File: config.mk
export PLATFORM = sky130hd
export DESIGN_NAME = rifpc_top
export DESIGN_NICKNAME = d
export VERILOG_FILES = /design/src/rtl/rifpc_pkg.sv /design/src/rtl/rifpc_top.sv
export VERILOG_INCLUDE_DIRS = /design/src /design/src/rtl
export SDC_FILE = /design/constraint.sdc
export NUM_CORES = 1
export LEC_CHECK = 0
export BUFFER_PORTS_ARGS = -buffer_cell sky130_fd_sc_hd__buf_2
export CAP_MARGIN = 10
export CELL_PAD_IN_SITES_DETAIL_PLACEMENT = 0
export CELL_PAD_IN_SITES_GLOBAL_PLACEMENT = 1
export CORE_MARGIN = 2
export CORE_UTILIZATION = 39
export DETAILED_ROUTE_END_ITERATION = 12
export PLACE_DENSITY_LB_ADDON = 0.1
export SKIP_LAST_GASP = 1
export SYNTH_ARGS = -nofsm -noshare
export SYNTH_HDL_FRONTEND = slang
export SYNTH_SLANG_ARGS = --single-unit
File: constraint.sdc
create_clock -name sys_clk -period 3.3 [get_ports sys_clk]
set_input_delay 0.66 -clock sys_clk [delete_from_list [all_inputs] [get_ports sys_clk]]
set_output_delay 0.66 -clock sys_clk [all_outputs]
set_load 0.01 [all_outputs]
File: src/rtl/rifpc_defs.svh
/*
  constants for the reset, interrupt and flag pin control block:
  register offsets, field positions, reset values and timing counts.
  assumes a 32-bit ahb-lite register bus and a 20 mhz sys_clk.
*/
`ifndef RIFPC_DEFS_SVH
`define RIFPC_DEFS_SVH

// ---------------------------------------------------------------
// register byte offsets
// ---------------------------------------------------------------
`define RIFPC_OFS_FLAGCTL 8'h00
`define RIFPC_OFS_CORE 8'h04
`define RIFPC_OFS_IRQ 8'h08
`define RIFPC_OFS_STATUS 8'h0C
`define RIFPC_OFS_BUSCTL 8'h10

// ---------------------------------------------------------------
// field positions in the flag control register
// ---------------------------------------------------------------
`define RIFPC_F0_DIR 1
`define RIFPC_F0_OUT 2
`define RIFPC_F0_IN 3
`define RIFPC_F1_DIR 5
`define RIFPC_F1_OUT 6
`define RIFPC_F1_IN 7

// ---------------------------------------------------------------
// core command bits (write to core register)
// ---------------------------------------------------------------
`define RIFPC_C_ACK 0
`define RIFPC_C_STORE 1
`define RIFPC_C_LOAD 2
`define RIFPC_C_SIGNAL_INTERLOCK_INSTR 3
`define RIFPC_C_FETCH 4
`define RIFPC_C_MCMODE 5

// ---------------------------------------------------------------
// reset values and counts
// ---------------------------------------------------------------
`define RIFPC_WAIT_RESET 3'h7
`define RIFPC_RESET_HOLD 4'hA
`define RIFPC_VEC_FETCHES 2'h2
`define RIFPC_IRQ_GAP 2'h2

`endif

File: src/rtl/rifpc_pkg.sv
/*
  types shared by the pin control block and its surroundings.
  assumes the constants header is available to the includer.
*/
package rifpc_pkg;
  // phase of the internal two-phase clock
  typedef enum logic [1:0] {
    RIFPC_PH_A = 2'b01,
    RIFPC_PH_B = 2'b10
  } rifpc_phase_t;

  // reset and vector fetch sequence
  typedef enum logic [3:0] {
    RIFPC_S_RESET = 4'b0001,
    RIFPC_S_FETCH = 4'b0010,
    RIFPC_S_WAIT = 4'b0100,
    RIFPC_S_RUN = 4'b1000
  } rifpc_state_t;

  // two-way pin: output level, output enable (low drives)
  typedef struct packed {
    logic out;
    logic oe_n;
  } rifpc_pin_drv_t;

  // outputs seen on the external bus during reset
  typedef struct packed {
    logic bus_release;
    logic bus_strobe_n;
    logic page_strobe_n;
    logic rw_oe_n;
  } rifpc_bus_t;
endpackage

File: src/rtl/rifpc_top.sv
/*
  reset, external interrupt, interrupt acknowledge and flag pin control.
  assumes one 20 mhz sys_clk, synchronous active-high reset of the logic,
  a single ahb-lite master, and pins that come from outside the clock.
*/
// The placing of the registers and the AHB-Lite slave port were left to the implementer.
// Overview of operation
// - reset pin is asynchronous; late setup may cost one extra cycle
// - reset loads bus control with seven software wait states
// - reset vector fetched twice: seven waits, none in microcomputer mode
// - reset low floats flag, serial and timer pins
// - during reset buses float, strobes and acknowledge driven high
// - read/write output floats during reset
// - bus hold request is accepted while reset is active
// - external interrupt lines are level sensitive
// - interrupt lines sampled on each phase-a falling edge
// - detected interrupts act only at instruction fetch boundaries
// - same line can raise a new interrupt every two phase-a cycles
// - interrupt lines asynchronous; late setup may add a cycle
// - acknowledge low from decode start to read start
// - interlocked store drives flag zero high at execute start
// - stalled store drives its address only when it executes
// - interlocked load drives flag zero low, samples flag one
// - signal interlock drives flag zero low then high, samples flag one
// - output-value bit write changes pin after next phase-b rise; flag zero ignores it after any interlock until reset
// - direction bit selects input or output, drive after phase-b rise; flag zero stays driven after any interlock until reset
// - input flag captured on phase-a fall into input-value bit
`timescale 1ns/1ns
`include "rifpc_defs.svh"

module rifpc_top #(
  parameter int IRQ_LINES = 4
) (
  input wire logic sys_clk,
  input wire logic reset,
  input wire logic reset_pin_n,
  input wire logic hold_req_n,
  input wire logic [IRQ_LINES-1:0] ext_irq_lines,
  input wire logic flag_pin_zero_in,
  input wire logic flag_pin_one_in,
  output rifpc_pkg::rifpc_pin_drv_t flag_pin_zero_drv,
  output rifpc_pkg::rifpc_pin_drv_t flag_pin_one_drv,
  output logic periph_pins_oe_n,
  output rifpc_pkg::rifpc_bus_t bus_ctl,
  output logic irq_ack_strobe,
  output logic hold_ack,
  output logic store_addr_drive,
  output logic clock_phase_a,
  output logic clock_phase_b,
  input wire logic hsel,
  input wire logic [31:0] haddr,
  input wire logic [1:0] htrans,
  input wire logic hwrite,
  input wire logic [2:0] hsize,
  input wire logic [31:0] hwdata,
  input wire logic hready,
  output logic [31:0] hrdata,
  output logic hreadyout,
  output logic hresp
);
  import rifpc_pkg::*;

  // -------------------------------------------------------------
  // pin synchronisers: three stages, change counts when 2 and 3 agree
  // -------------------------------------------------------------
  localparam int NSYNC = IRQ_LINES + 4;
  logic [NSYNC-1:0] pin_raw;
  logic [NSYNC-1:0] sync_a, sync_b, sync_c, pin_q;
  logic [NSYNC-1:0] next_pin_q;
  // reset pin starts asserted, so a logic reset cannot let the sequence run early
  localparam logic [NSYNC-1:0] SYNC_IDLE = ~(NSYNC'(1) << IRQ_LINES);
  assign pin_raw = {flag_pin_one_in, flag_pin_zero_in, hold_req_n, reset_pin_n, ext_irq_lines};

  // filtered level only moves when the last two stages agree
  always_comb begin
    next_pin_q = pin_q;
    for (int i = 0; i < NSYNC; i++) begin
      if (sync_b[i] == sync_c[i]) begin
        next_pin_q[i] = sync_c[i];
      end
    end
  end

  always_ff @(posedge sys_clk) begin
    if (reset) begin
      sync_a <= SYNC_IDLE;
      sync_b <= SYNC_IDLE;
      sync_c <= SYNC_IDLE;
      pin_q <= SYNC_IDLE;
    end else begin
      sync_a <= pin_raw;
      sync_b <= sync_a;
      sync_c <= sync_b;
      pin_q <= next_pin_q;
    end
  end

  logic [IRQ_LINES-1:0] irq_lvl_n;
  logic rst_pin_n, hold_n, flag0_lvl, flag1_lvl;
  assign irq_lvl_n = pin_q[IRQ_LINES-1:0];
  assign rst_pin_n = pin_q[IRQ_LINES];
  assign hold_n = pin_q[IRQ_LINES+1];
  assign flag0_lvl = pin_q[IRQ_LINES+2];
  assign flag1_lvl = pin_q[IRQ_LINES+3];

  // -------------------------------------------------------------
  // two-phase clock: a high on one edge, b high on the next
  // -------------------------------------------------------------
  rifpc_phase_t phase, next_phase;
  logic fall_a, rise_b;

  // phase a falls exactly where phase b rises, so they never overlap
  always_comb begin
    case (phase)
      RIFPC_PH_A: next_phase = RIFPC_PH_B;
      RIFPC_PH_B: next_phase = RIFPC_PH_A;
      default: next_phase = RIFPC_PH_A;
    endcase
  end

  always_ff @(posedge sys_clk) begin
    if (reset) begin
      phase <= RIFPC_PH_A;
    end else begin
      phase <= next_phase;
    end
  end

  assign clock_phase_a = phase[0];
  assign clock_phase_b = phase[1];
  assign fall_a = (phase == RIFPC_PH_A); // next edge takes a low and b high
  assign rise_b = fall_a;

  // -------------------------------------------------------------
  // reset sequence and vector fetches
  // -------------------------------------------------------------
  rifpc_state_t state, next_state;
  logic [2:0] wait_cfg, next_wait_cfg;
  logic [2:0] wait_cnt, next_wait_cnt;
  logic [1:0] fetch_cnt, next_fetch_cnt;
  logic mc_mode, next_mc_mode;
  logic in_reset;
  logic wr_busctl;
  logic [2:0] wdata_wait;

  assign in_reset = (state == RIFPC_S_RESET);

  // pin reset restarts the sequence; release begins two vector fetches
  always_comb begin
    next_state = state;
    next_wait_cfg = wait_cfg;
    next_wait_cnt = wait_cnt;
    next_fetch_cnt = fetch_cnt;
    if (wr_busctl) begin
      next_wait_cfg = wdata_wait;
    end
    case (state)
      RIFPC_S_RESET: begin
        next_wait_cfg = `RIFPC_WAIT_RESET;
        next_fetch_cnt = `RIFPC_VEC_FETCHES;
        if (rst_pin_n && fall_a) begin
          next_state = RIFPC_S_FETCH;
        end
      end
      RIFPC_S_FETCH: begin
        // microcomputer mode fetches internally with no wait states
        next_wait_cnt = mc_mode ? 3'h0 : wait_cfg;
        next_state = RIFPC_S_WAIT;
      end
      RIFPC_S_WAIT: begin
        if (wait_cnt != 3'h0) begin
          next_wait_cnt = wait_cnt - 3'h1;
        end else if (fetch_cnt == 2'h1) begin
          next_fetch_cnt = 2'h0;
          next_state = RIFPC_S_RUN;
        end else begin
          next_fetch_cnt = fetch_cnt - 2'h1;
          next_state = RIFPC_S_FETCH;
        end
      end
      RIFPC_S_RUN: ;
      default: next_state = RIFPC_S_RESET;
    endcase
    if (!rst_pin_n) begin
      next_state = RIFPC_S_RESET;
    end
  end

  always_ff @(posedge sys_clk) begin
    if (reset) begin
      state <= RIFPC_S_RESET;
      wait_cfg <= `RIFPC_WAIT_RESET;
      wait_cnt <= 3'h0;
      fetch_cnt <= 2'h0;
      mc_mode <= 1'b0;
    end else begin
      state <= next_state;
      wait_cfg <= next_wait_cfg;
      wait_cnt <= next_wait_cnt;
      fetch_cnt <= next_fetch_cnt;
      mc_mode <= next_mc_mode;
    end
  end

  // hold is honoured in every state, reset included
  assign hold_ack = !hold_n;
  assign periph_pins_oe_n = in_reset;
  assign bus_ctl.bus_release = in_reset || hold_ack;
  assign bus_ctl.bus_strobe_n = 1'b1;
  assign bus_ctl.page_strobe_n = 1'b1;
  assign bus_ctl.rw_oe_n = in_reset;

  // -------------------------------------------------------------
  // external interrupts: level sampled on phase-a falls
  // -------------------------------------------------------------
  logic [IRQ_LINES-1:0] irq_pend, next_irq_pend;
  logic [IRQ_LINES-1:0] irq_block, next_irq_block;
  logic [IRQ_LINES-1:0] irq_taken;
  logic fetch_bound;

  // a line still low two falls later counts as a fresh request
  always_comb begin
    next_irq_pend = irq_pend & ~irq_taken;
    next_irq_block = irq_block;
    if (fall_a) begin
      for (int i = 0; i < IRQ_LINES; i++) begin
        next_irq_block[i] = 1'b0;
        if (!irq_lvl_n[i] && !irq_block[i]) begin
          next_irq_pend[i] = 1'b1;
          next_irq_block[i] = 1'b1;
        end
      end
    end
    if (in_reset) begin
      next_irq_pend = '0;
      next_irq_block = '0;
    end
  end

  always_ff @(posedge sys_clk) begin
    if (reset) begin
      irq_pend <= '0;
      irq_block <= '0;
    end else begin
      irq_pend <= next_irq_pend;
      irq_block <= next_irq_block;
    end
  end

  // -------------------------------------------------------------
  // core commands: acknowledge, interlocks, fetch boundary
  // -------------------------------------------------------------
  logic cmd_wr;
  logic [31:0] cmd_data;
  logic ack_busy, next_ack_busy;
  logic ack_q, next_ack_q;
  logic st_pend, next_st_pend;
  logic st_addr, next_st_addr;
  logic ld_pend, next_ld_pend;
  logic sg_pend, next_sg_pend;
  logic sg_step, next_sg_step;
  logic flag1_smp, next_flag1_smp;
  logic f0_force, next_f0_force;
  logic f0_force_val, next_f0_force_val;
  logic store_go;
  logic mc_mode_cmd, next_mc_mode_cmd;

  assign fetch_bound = cmd_wr && cmd_data[`RIFPC_C_FETCH];
  // pending lines are handed over only at a fetch boundary
  assign irq_taken = fetch_bound ? irq_pend : '0;
  assign store_go = cmd_wr && cmd_data[`RIFPC_C_STORE];

  // acknowledge spans one phase cycle from decode to read
  always_comb begin
    next_ack_busy = ack_busy;
    next_ack_q = ack_q;
    next_st_pend = st_pend && !store_go;
    next_st_addr = 1'b0;
    next_ld_pend = ld_pend;
    next_sg_pend = sg_pend;
    next_sg_step = sg_step;
    next_flag1_smp = flag1_smp;
    next_f0_force = f0_force;
    next_f0_force_val = f0_force_val;
    next_mc_mode_cmd = mc_mode_cmd;
    if (cmd_wr) begin
      next_mc_mode_cmd = cmd_data[`RIFPC_C_MCMODE];
      if (cmd_data[`RIFPC_C_ACK]) begin
        next_ack_busy = 1'b1;
      end
      if (cmd_data[`RIFPC_C_LOAD]) begin
        next_ld_pend = 1'b1;
      end
      if (cmd_data[`RIFPC_C_SIGNAL_INTERLOCK_INSTR]) begin
        next_sg_pend = 1'b1;
        next_sg_step = 1'b0;
      end
    end
    if (clock_phase_b && ack_busy && !ack_q) begin
      next_ack_q = 1'b1;
    end else if (clock_phase_b && ack_q) begin
      next_ack_q = 1'b0;
      next_ack_busy = 1'b0;
    end
    if (store_go) begin
      next_f0_force = 1'b1;
      next_f0_force_val = 1'b1;
      next_st_pend = hold_ack;
      next_st_addr = !hold_ack;
    end else if (st_pend && !hold_ack) begin
      next_st_addr = 1'b1;
      next_st_pend = 1'b0;
    end
    if (rise_b && ld_pend) begin
      next_f0_force = 1'b1;
      next_f0_force_val = 1'b0;
      next_ld_pend = 1'b0;
      next_flag1_smp = flag1_lvl;
    end
    if (rise_b && sg_pend) begin
      next_f0_force = 1'b1;
      next_f0_force_val = sg_step;
      next_flag1_smp = flag1_lvl;
      next_sg_pend = !sg_step;
      next_sg_step = 1'b1;
    end
    if (in_reset) begin
      next_f0_force = 1'b0;
      next_ld_pend = 1'b0;
      next_sg_pend = 1'b0;
      next_st_pend = 1'b0;
      next_ack_busy = 1'b0;
      next_ack_q = 1'b0;
    end
  end

  always_ff @(posedge sys_clk) begin
    if (reset) begin
      ack_busy <= 1'b0;
      ack_q <= 1'b0;
      st_pend <= 1'b0;
      st_addr <= 1'b0;
      ld_pend <= 1'b0;
      sg_pend <= 1'b0;
      sg_step <= 1'b0;
      flag1_smp <= 1'b1;
      f0_force <= 1'b0;
      f0_force_val <= 1'b0;
      mc_mode_cmd <= 1'b0;
    end else begin
      ack_busy <= next_ack_busy;
      ack_q <= next_ack_q;
      st_pend <= next_st_pend;
      st_addr <= next_st_addr;
      ld_pend <= next_ld_pend;
      sg_pend <= next_sg_pend;
      sg_step <= next_sg_step;
      flag1_smp <= next_flag1_smp;
      f0_force <= next_f0_force;
      f0_force_val <= next_f0_force_val;
      mc_mode_cmd <= next_mc_mode_cmd;
    end
  end

  assign irq_ack_strobe = !ack_q; // active low; high in reset
  assign store_addr_drive = st_addr;

  // -------------------------------------------------------------
  // flag control register and pin drivers
  // -------------------------------------------------------------
  logic [7:0] flag_ctl, next_flag_ctl;
  logic [1:0] drv_en, next_drv_en;
  logic [1:0] drv_val, next_drv_val;
  logic wr_flag;
  logic [7:0] wdata_flag;

  // software bits are staged, pins follow only at a phase-b rise
  always_comb begin
    next_flag_ctl = flag_ctl;
    next_drv_en = drv_en;
    next_drv_val = drv_val;
    if (wr_flag) begin
      next_flag_ctl[`RIFPC_F0_DIR] = wdata_flag[`RIFPC_F0_DIR];
      next_flag_ctl[`RIFPC_F0_OUT] = wdata_flag[`RIFPC_F0_OUT];
      next_flag_ctl[`RIFPC_F1_DIR] = wdata_flag[`RIFPC_F1_DIR];
      next_flag_ctl[`RIFPC_F1_OUT] = wdata_flag[`RIFPC_F1_OUT];
    end
    if (fall_a) begin
      if (!flag_ctl[`RIFPC_F0_DIR]) begin
        next_flag_ctl[`RIFPC_F0_IN] = flag0_lvl;
      end
      if (!flag_ctl[`RIFPC_F1_DIR]) begin
        next_flag_ctl[`RIFPC_F1_IN] = flag1_lvl;
      end
    end
    if (rise_b) begin
      next_drv_en = {flag_ctl[`RIFPC_F1_DIR], flag_ctl[`RIFPC_F0_DIR] || f0_force};
      next_drv_val = {flag_ctl[`RIFPC_F1_OUT], f0_force ? f0_force_val
        : flag_ctl[`RIFPC_F0_OUT]};
    end
    if (in_reset) begin
      next_flag_ctl = 8'h00;
      next_drv_en = 2'b00;
      next_drv_val = 2'b00;
    end
  end

  always_ff @(posedge sys_clk) begin
    if (reset) begin
      flag_ctl <= 8'h00;
      drv_en <= 2'b00;
      drv_val <= 2'b00;
    end else begin
      flag_ctl <= next_flag_ctl;
      drv_en <= next_drv_en;
      drv_val <= next_drv_val;
    end
  end

  assign flag_pin_zero_drv.out = drv_val[0];
  assign flag_pin_zero_drv.oe_n = !drv_en[0];
  assign flag_pin_one_drv.out = drv_val[1];
  assign flag_pin_one_drv.oe_n = !drv_en[1];

  // -------------------------------------------------------------
  // ahb-lite slave: zero wait states, always okay
  // -------------------------------------------------------------
  logic dp_wr, next_dp_wr;
  logic [7:0] dp_ofs, next_dp_ofs;
  logic [31:0] rdata, next_rdata;

  always_comb begin
    next_dp_wr = hsel && hready && htrans[1] && hwrite;
    next_dp_ofs = haddr[7:0];
    next_rdata = rdata;
    if (hsel && hready && htrans[1] && !hwrite) begin
      case (haddr[7:0])
        `RIFPC_OFS_FLAGCTL: next_rdata = {24'h000000, flag_ctl};
        `RIFPC_OFS_CORE: next_rdata = {26'h0000000, mc_mode_cmd, 5'h00};
        `RIFPC_OFS_IRQ: next_rdata = {{(32-IRQ_LINES){1'b0}}, irq_pend};
        `RIFPC_OFS_STATUS: next_rdata = {27'h0000000, flag1_smp, hold_ack,
          st_pend, ack_busy, in_reset};
        `RIFPC_OFS_BUSCTL: next_rdata = {29'h00000000, wait_cfg};
        default: next_rdata = 32'h00000000;
      endcase
    end
  end

  always_ff @(posedge sys_clk) begin
    if (reset) begin
      dp_wr <= 1'b0;
      dp_ofs <= 8'h00;
      rdata <= 32'h00000000;
    end else begin
      dp_wr <= next_dp_wr;
      dp_ofs <= next_dp_ofs;
      rdata <= next_rdata;
    end
  end

  assign wr_flag = dp_wr && (dp_ofs == `RIFPC_OFS_FLAGCTL);
  assign cmd_wr = dp_wr && (dp_ofs == `RIFPC_OFS_CORE);
  assign wr_busctl = dp_wr && (dp_ofs == `RIFPC_OFS_BUSCTL);
  assign cmd_data = hwdata;
  assign wdata_flag = hwdata[7:0];
  assign wdata_wait = hwdata[2:0];
  assign next_mc_mode = mc_mode_cmd;
  assign hrdata = rdata;
  assign hreadyout = 1'b1;
  assign hresp = 1'b0;
endmodule // rifpc_top

==> reports/summary.txt, run 1 <==
status = completed
Ant. Diodes = 0
total internal power = 1.483 mW
worst hold margin = 408.4 ps
met1 WL = 3437 µm
Top delay family on crit path = simple AND/OR/NAND/NOR gates
buffer count from post-CTS setup fixing = 0
wire length reported by the detailed router = 7644 µm
Port Buf Inserts = 48
main flop type after synthesis = sky130_fd_sc_hd__dfxtp_1
switching part of the total power = 0.2484
routed wire length on met2 = 3839 µm
commonest non-fill, non-tap cells in the layout = sky130_fd_sc_hd__dfxtp_1 (93), sky130_fd_sc_hd__buf_2 (48), sky130_fd_sc_hd__nor2_1 (42), sky130_fd_sc_hd__a21oi_1 (30), sky130_fd_sc_hd__conb_1 (28)
type of destination of the critical path = primary output
antenna violations before repair = 0
Data arrival, critical path = 1750 ps
achievable frequency = 0.4155 GHz
number of standard cells in the final layout excluding fillers = 580
sequential share of power = 0.583
largest stage delay on the critical path = 480 ps
CTS hold repair buffers = 0
Final Slew Violations = 0
DRC marker count from the first detailed-route iteration = 104
leakage power figure = 1.608 nW
worst setup skew after layout = 13.21 ps
buffer cell driving the clock tree root = sky130_fd_sc_hd__clkbuf_8
die height = 101.7 µm
initial standard-cell utilization of the core = 0.4026
pin count of the biggest net entering global routing = 54
total routing resource utilization after global routing = 0.1562
final-layout setup total negative slack = 0 ps
proportion of layout cells with a drive suffix above 1 = 0.2106
reported max-cap violation count = 0
die outline width = 101.7 µm
count of endpoints failing hold in the final timing report = 0
first-pass GRT wire length = 12,390 µm
post-route ant nets = 0
average instance area after synthesis = 9.207 µm²
count of state elements after synthesis = 93
Boundary Pins = 130
Util after Layout = 0.4478
met3 WL post-DR = 258 µm
Crit path buffers/inverters = 2
Clock Latency Late Sink = 360 ps
number of enable-type register cells in the synthesized netlist = 0
weighted congestion at the end of routability-driven global placement = 0.7953
Total Power Consumption = 1.974 mW
number of vias per cell after detailed routing = 4.657
number of vias after detailed routing = 2,701
deepest level of the CTS H-tree = 3
cell chain of the critical path = nand2b_1 > or3_1 > inv_1 > buf_2
total CTS buffers = 9
global route total overflow = 0
time the final worst path needs with I/O delays and setup = 2407 ps
PostCTS Resize Cnt = 0
critical path's slowest cell = sky130_fd_sc_hd__or3_1
max layer used = met4
Netlist cell types = 48
fillcell total = 922
largest driver fanout on the critical path = 8
Power Dens Cells = 477.0 nW/µm²
WL per Instance = 13.18 µm
clock tree from TritonCTS = done
CP Class = flip-flop to primary output
relative contribution of the clock network to total power = 0.357
relative max-transition margin = 0.4355
cell total after placement = 564
Final setup viols = 0
Final Net Count = 531
Syn Std Cell Area = 3720 µm²
number of cells produced by synthesis = 404
Yosys Warn Count = 0
dpl hpwl = 5434 µm
vias in the first global route = 2,589
area growth from synthesis to layout = 11.23%
switching power = 0.4902 mW
logic gate share of total power = 0.060
number of core rows = 35
data required time of the worst path = 2640 ps
final worst path period share = 0.7293
DRC violations left = 0
Initial DRT Pass Iterations = 5
slew at the pin with the worst max-slew slack = 845.0 ps
number of buffers between clock root and the deepest sink = 2
Min-Delay Path Class = flip-flop to flip-flop
Core Region = 9240 µm²
sequential element share of the synthesized area = 0.5005
die outline area = 10,330 µm²
maximum vdd drop = 245.0 µV
most common library cell in the layout ignoring fill and taps = sky130_fd_sc_hd__dfxtp_1
clock edge transition at the registers on the reported setup and hold paths = 90 ps
RSZ-0062 raised after global routing = false
clk sinks = 93
critical path startpoint category = flip-flop
Post-synth ARST share = 0
## final timing paths
| kind | start | end | slack [ps] | cells after the start |
|---|---|---|---|---|
| setup reg to reg | state[3] | sg_pend | 1400 | 4 |
| hold / removal | sync_a[5] | sync_b[5] | 410 | 1 |
| hold reg to reg | sync_a[5] | sync_b[5] | 410 | 1 |
| setup / recovery | state[3] | periph_pins_oe_n | 890 | 4 |
## cell usage after synthesis, types with 5 or more instances
cell type	instances	area share
sky130_fd_sc_hd__nand2b_1	5	0.0084
sky130_fd_sc_hd__nor3_1	11	0.015
sky130_fd_sc_hd__buf_4	30	0.061
sky130_fd_sc_hd__clkbuf_1	14	0.014
sky130_fd_sc_hd__nor2_1	42	0.042
sky130_fd_sc_hd__or2_2	21	0.035
sky130_fd_sc_hd__or3_1	5	0.0084
sky130_fd_sc_hd__dfxtp_1	93	0.50
sky130_fd_sc_hd__mux2i_1	16	0.043
sky130_fd_sc_hd__inv_1	15	0.015
sky130_fd_sc_hd__nor2b_1	16	0.027
sky130_fd_sc_hd__o21ai_0	16	0.022
sky130_fd_sc_hd__and3_1	5	0.0084
sky130_fd_sc_hd__nand2_1	24	0.024
sky130_fd_sc_hd__a21oi_1	30	0.040
## cells by family (layout without fill, tap and decap cells)
group | Yosys count | after routing | share of synthesized area
and+or+nand+nor | 145 | 145 | 0.2072
DFF | 93 | 93 | 0.5005
AOI/OAI and AO/OA | 81 | 81 | 0.1359
buffers and inverters | 61 | 82 | 0.09216
muxes | 19 | 19 | 0.05213
adders and majority gates | 3 | 3 | 0.01009
other | 2 | 28 | 0.002019
## cell type report
type                    count  area [µm²]  area share
inverters                  15       56.30     0.01361
well taps                 129       161.4     0.03901
clock inverters             5       41.29    0.009979
clock buffers              11       141.4     0.03417
repair buffers             51       262.8     0.06350
flip-flops and latches     93        1862      0.4500
multi-input cells         276        1613      0.3898
## power by group through the flow
stage	combinational (mW)	clock, mW	sequential (mW)
3_5_place_dp	0.120	0	1.18
4_1_cts	0.120	0.736	1.15
6_report	0.118	0.705	1.15
3_3_place_gp	0.119	0	1.18
2_1_floorplan	0.102	0	1.18
5_1_grt	0.135	0.784	1.15
## per-layer routing
| layer | up-vias | GRT usage |
|---|---|---|
| li1 | 1407 | - |
| met1 | 1248 | 0.1914 |
| met2 | 36 | 0.2677 |
| met3 | 10 | 0.04417 |
| met4 | 0 | 0.04366 |
| met5 | - | 0 |
## state kept, by name, summed over array words and instances (netlist names), 2 cells and up
| name | flops |
|---|---|
| state | 4 |
| pin_q | 8 |
| irq_pend | 4 |
| sync_a | 8 |
| sync_c | 8 |
| wait_cnt | 3 |
| hrdata | 8 |
| flag_ctl | 6 |
| fetch_cnt | 2 |
| irq_block | 4 |
| drv_val | 2 |
| sync_b | 8 |
| phase | 2 |
| dp_ofs | 8 |
| wait_cfg | 3 |
| drv_en | 2 |
## per-stage QoR
stage | area, µm² | worst slack (ps)
3_5_place_dp | 3955 | 1161
6_report | 4138 | 893.4
3_3_place_gp | 3955 | 1195
2_1_floorplan | 3817 | 1420
5_1_grt | 4138 | 744.1
4_1_cts | 4138 | 881.1
Note: power is estimated with default switching activity, not from simulation.
==> run 2, diff against run 1 <==
- CORE_UTILIZATION: 39 -> 33
- clock period: 3.3 -> 2.1 ns (I/O delays scaled with it)
==> run 2 against run 1 <==
- non-clock buffer count increased by 8
- worst setup slack lost 820 ps
- sequential share of layout area down 1.8 points
- utilization fell by 5.3 points
- wire length rose by 4.5%
- final cell count increased by 3.3%
- critical path depth is the same
- clock skew decreased by 7.1 ps
- cell area is 4.2% higher
- first-iteration DRC count grew 16%
- critical endpoint unchanged
==> reports/summary.txt, run 2 (synthesized netlist as in run 1, its figures left out) <==
status = completed
die outline area = 12,140 µm² (+17%)
clk sinks = 93 (unchanged)
global route total overflow = 0 (unchanged)
total routing resource utilization after global routing = 0.1414 (-0.01480)
largest driver fanout on the critical path = 8 (unchanged)
type of destination of the critical path = primary output
count of endpoints failing hold in the final timing report = 0 (unchanged)
reported max-cap violation count = 0 (unchanged)
maximum vdd drop = 594.5 µV (+140%)
antenna violations before repair = 0 (unchanged)
WL per Instance = 13.34 µm (+1.2%)
launch instance of the worst min-delay path = flag_pin_zero_in
Initial DRT Pass Iterations = 4 (-1)
Design Area, Final = 4313 µm² (+4.2%)
slew at the pin with the worst max-slew slack = 583.3 ps (-261.8 ps)
critical path startpoint category = flip-flop
total CTS buffers = 9 (unchanged)
weighted congestion at the end of routability-driven global placement = 0.7095 (-11%)
standard cell area after detailed placement = 4029 µm² (+1.9%)
Power Dens Cells = 815.2 nW/µm² (+71%)
number of vias after detailed routing = 2,728 (+1.0%)
RSZ-0062 raised after global routing = false
data required time of the worst path = 1680 ps (-960 ps)
first-pass GRT wire length = 12,800 µm (+3.3%)
clock edge transition at the registers on the reported setup and hold paths = 70 ps (-20 ps)
dpl hpwl = 5900 µm (+8.6%)
deepest level of the CTS H-tree = 3 (unchanged)
wire length reported by the detailed router = 7991 µm (+4.5%)
most common library cell in the layout ignoring fill and taps = sky130_fd_sc_hd__dfxtp_1
number of buffers between clock root and the deepest sink = 2 (unchanged)
cell total after placement = 583 (+3.4%)
CP Class = flip-flop to primary output
time the final worst path needs with I/O delays and setup = 2026 ps
Min-Delay Path Class = input port to flip-flop
Total Power Consumption = 3.516 mW (+78%)
relative max-transition margin = 0.6104 (+0.1749)
Clock Latency Late Sink = 340 ps (-20 ps)
Final setup viols = 0 (unchanged)
worst setup skew after layout = 6.144 ps (-7.063 ps)
buffer cell driving the clock tree root = sky130_fd_sc_hd__clkbuf_16
final-layout setup total negative slack = 0 ps (unchanged)
number of core rows = 38 (+8.6%)
die height = 110.2 µm (+8.4%)
DRC violations left = 0 (unchanged)
commonest non-fill, non-tap cells in the layout = sky130_fd_sc_hd__dfxtp_1 (92), sky130_fd_sc_hd__buf_2 (48), sky130_fd_sc_hd__nor2_1 (42), sky130_fd_sc_hd__a21oi_1 (30), sky130_fd_sc_hd__conb_1 (28)
Data arrival, critical path = 1610 ps (-140 ps)
number of vias per cell after detailed routing = 4.554 (-2.2%)
proportion of layout cells with a drive suffix above 1 = 0.2288 (+0.01812)
leakage power figure = 1.694 nW (+5.3%)
Core Region = 10,940 µm² (+18%)
DRC marker count from the first detailed-route iteration = 121 (+16%)
pin count of the biggest net entering global routing = 32 (-41%)
Final Slew Violations = 0 (unchanged)
Ant. Diodes = 0 (unchanged)
post-route ant nets = 0 (unchanged)
vias in the first global route = 2,513 (-2.9%)
area growth from synthesis to layout = 15.94%
Boundary Pins = 130 (unchanged)
achievable frequency = 0.4936 GHz
Port Buf Inserts = 48 (unchanged)
initial standard-cell utilization of the core = 0.3402 (-0.06241)
Util after Layout = 0.3944 (-0.05341)
die outline width = 110.2 µm (+8.4%)
number of standard cells in the final layout excluding fillers = 599 (+3.3%)
Final Net Count = 539 (+1.5%)
clock tree from TritonCTS = done
startpoint of the most critical setup path = state[3]
final worst path period share = 0.9648
Reg2Reg Launch Point = dp_ofs[5]
==> run 2: final cells by class <==
class                      count  area (µm²)
fill                        1142        6623
sequential                    93        1863
multi-input combinational    276        1618
inverter                      15       56.30
clock buffer                  10       229.0
clock inverter                 6       48.80
tap                          140       175.2
timing repair buffer          59       322.8
==> run 2: final timing paths <==
check / to / slack (ps) / cells past startpoint
worst max-delay path: periph_pins_oe_n / 70 / 4
worst min-delay path: sync_a[6] / 260 / 2
worst max register to register: wait_cfg[0] / 220 / 4
worst min register to register: sync_b[2] / 410 / 1
==> run 2: layer usage <==
| layer | routed length, µm | GRT usage |
|---|---|---|
| met5 | 0 | 0 |
| met4 | 87 | 0.04286 |
| met3 | 227 | 0.03880 |
| met2 | 4196 | 0.2520 |
| met1 | 3479 | 0.1647 |
==> run 2: report_power, final <==
part           switching [mW]  internal, mW
clock                   0.693         0.813
sequential             0.0153          1.80
combinational           0.127        0.0718
==> run 2: what timing repair did <==
action	CTS	global route
gates cloned	0	0
buffers inserted	0	0
pin swaps	0	0
setup endpoints to repair	3	2
resized for setup	1	1
hold buffers	0	0
==> run 2: critical path, cell delays in order (launching register included) <==
cell	delay [ps]
sky130_fd_sc_hd__dfxtp_1	380
sky130_fd_sc_hd__nand2b_1	180
sky130_fd_sc_hd__or3_4	400
sky130_fd_sc_hd__inv_1	160
sky130_fd_sc_hd__buf_2	150
==> run 2: stage by stage <==
step | setup slack [ps] | hold WS, ps
finish | 73.92 | 257.5
global route | 14.62 | 250.4
CTS | 39.02 | 245.8
detailed placement | 230.5 | 395.1
global placement | 231.9 | 392.6
floorplan | 339.3 | 389.5
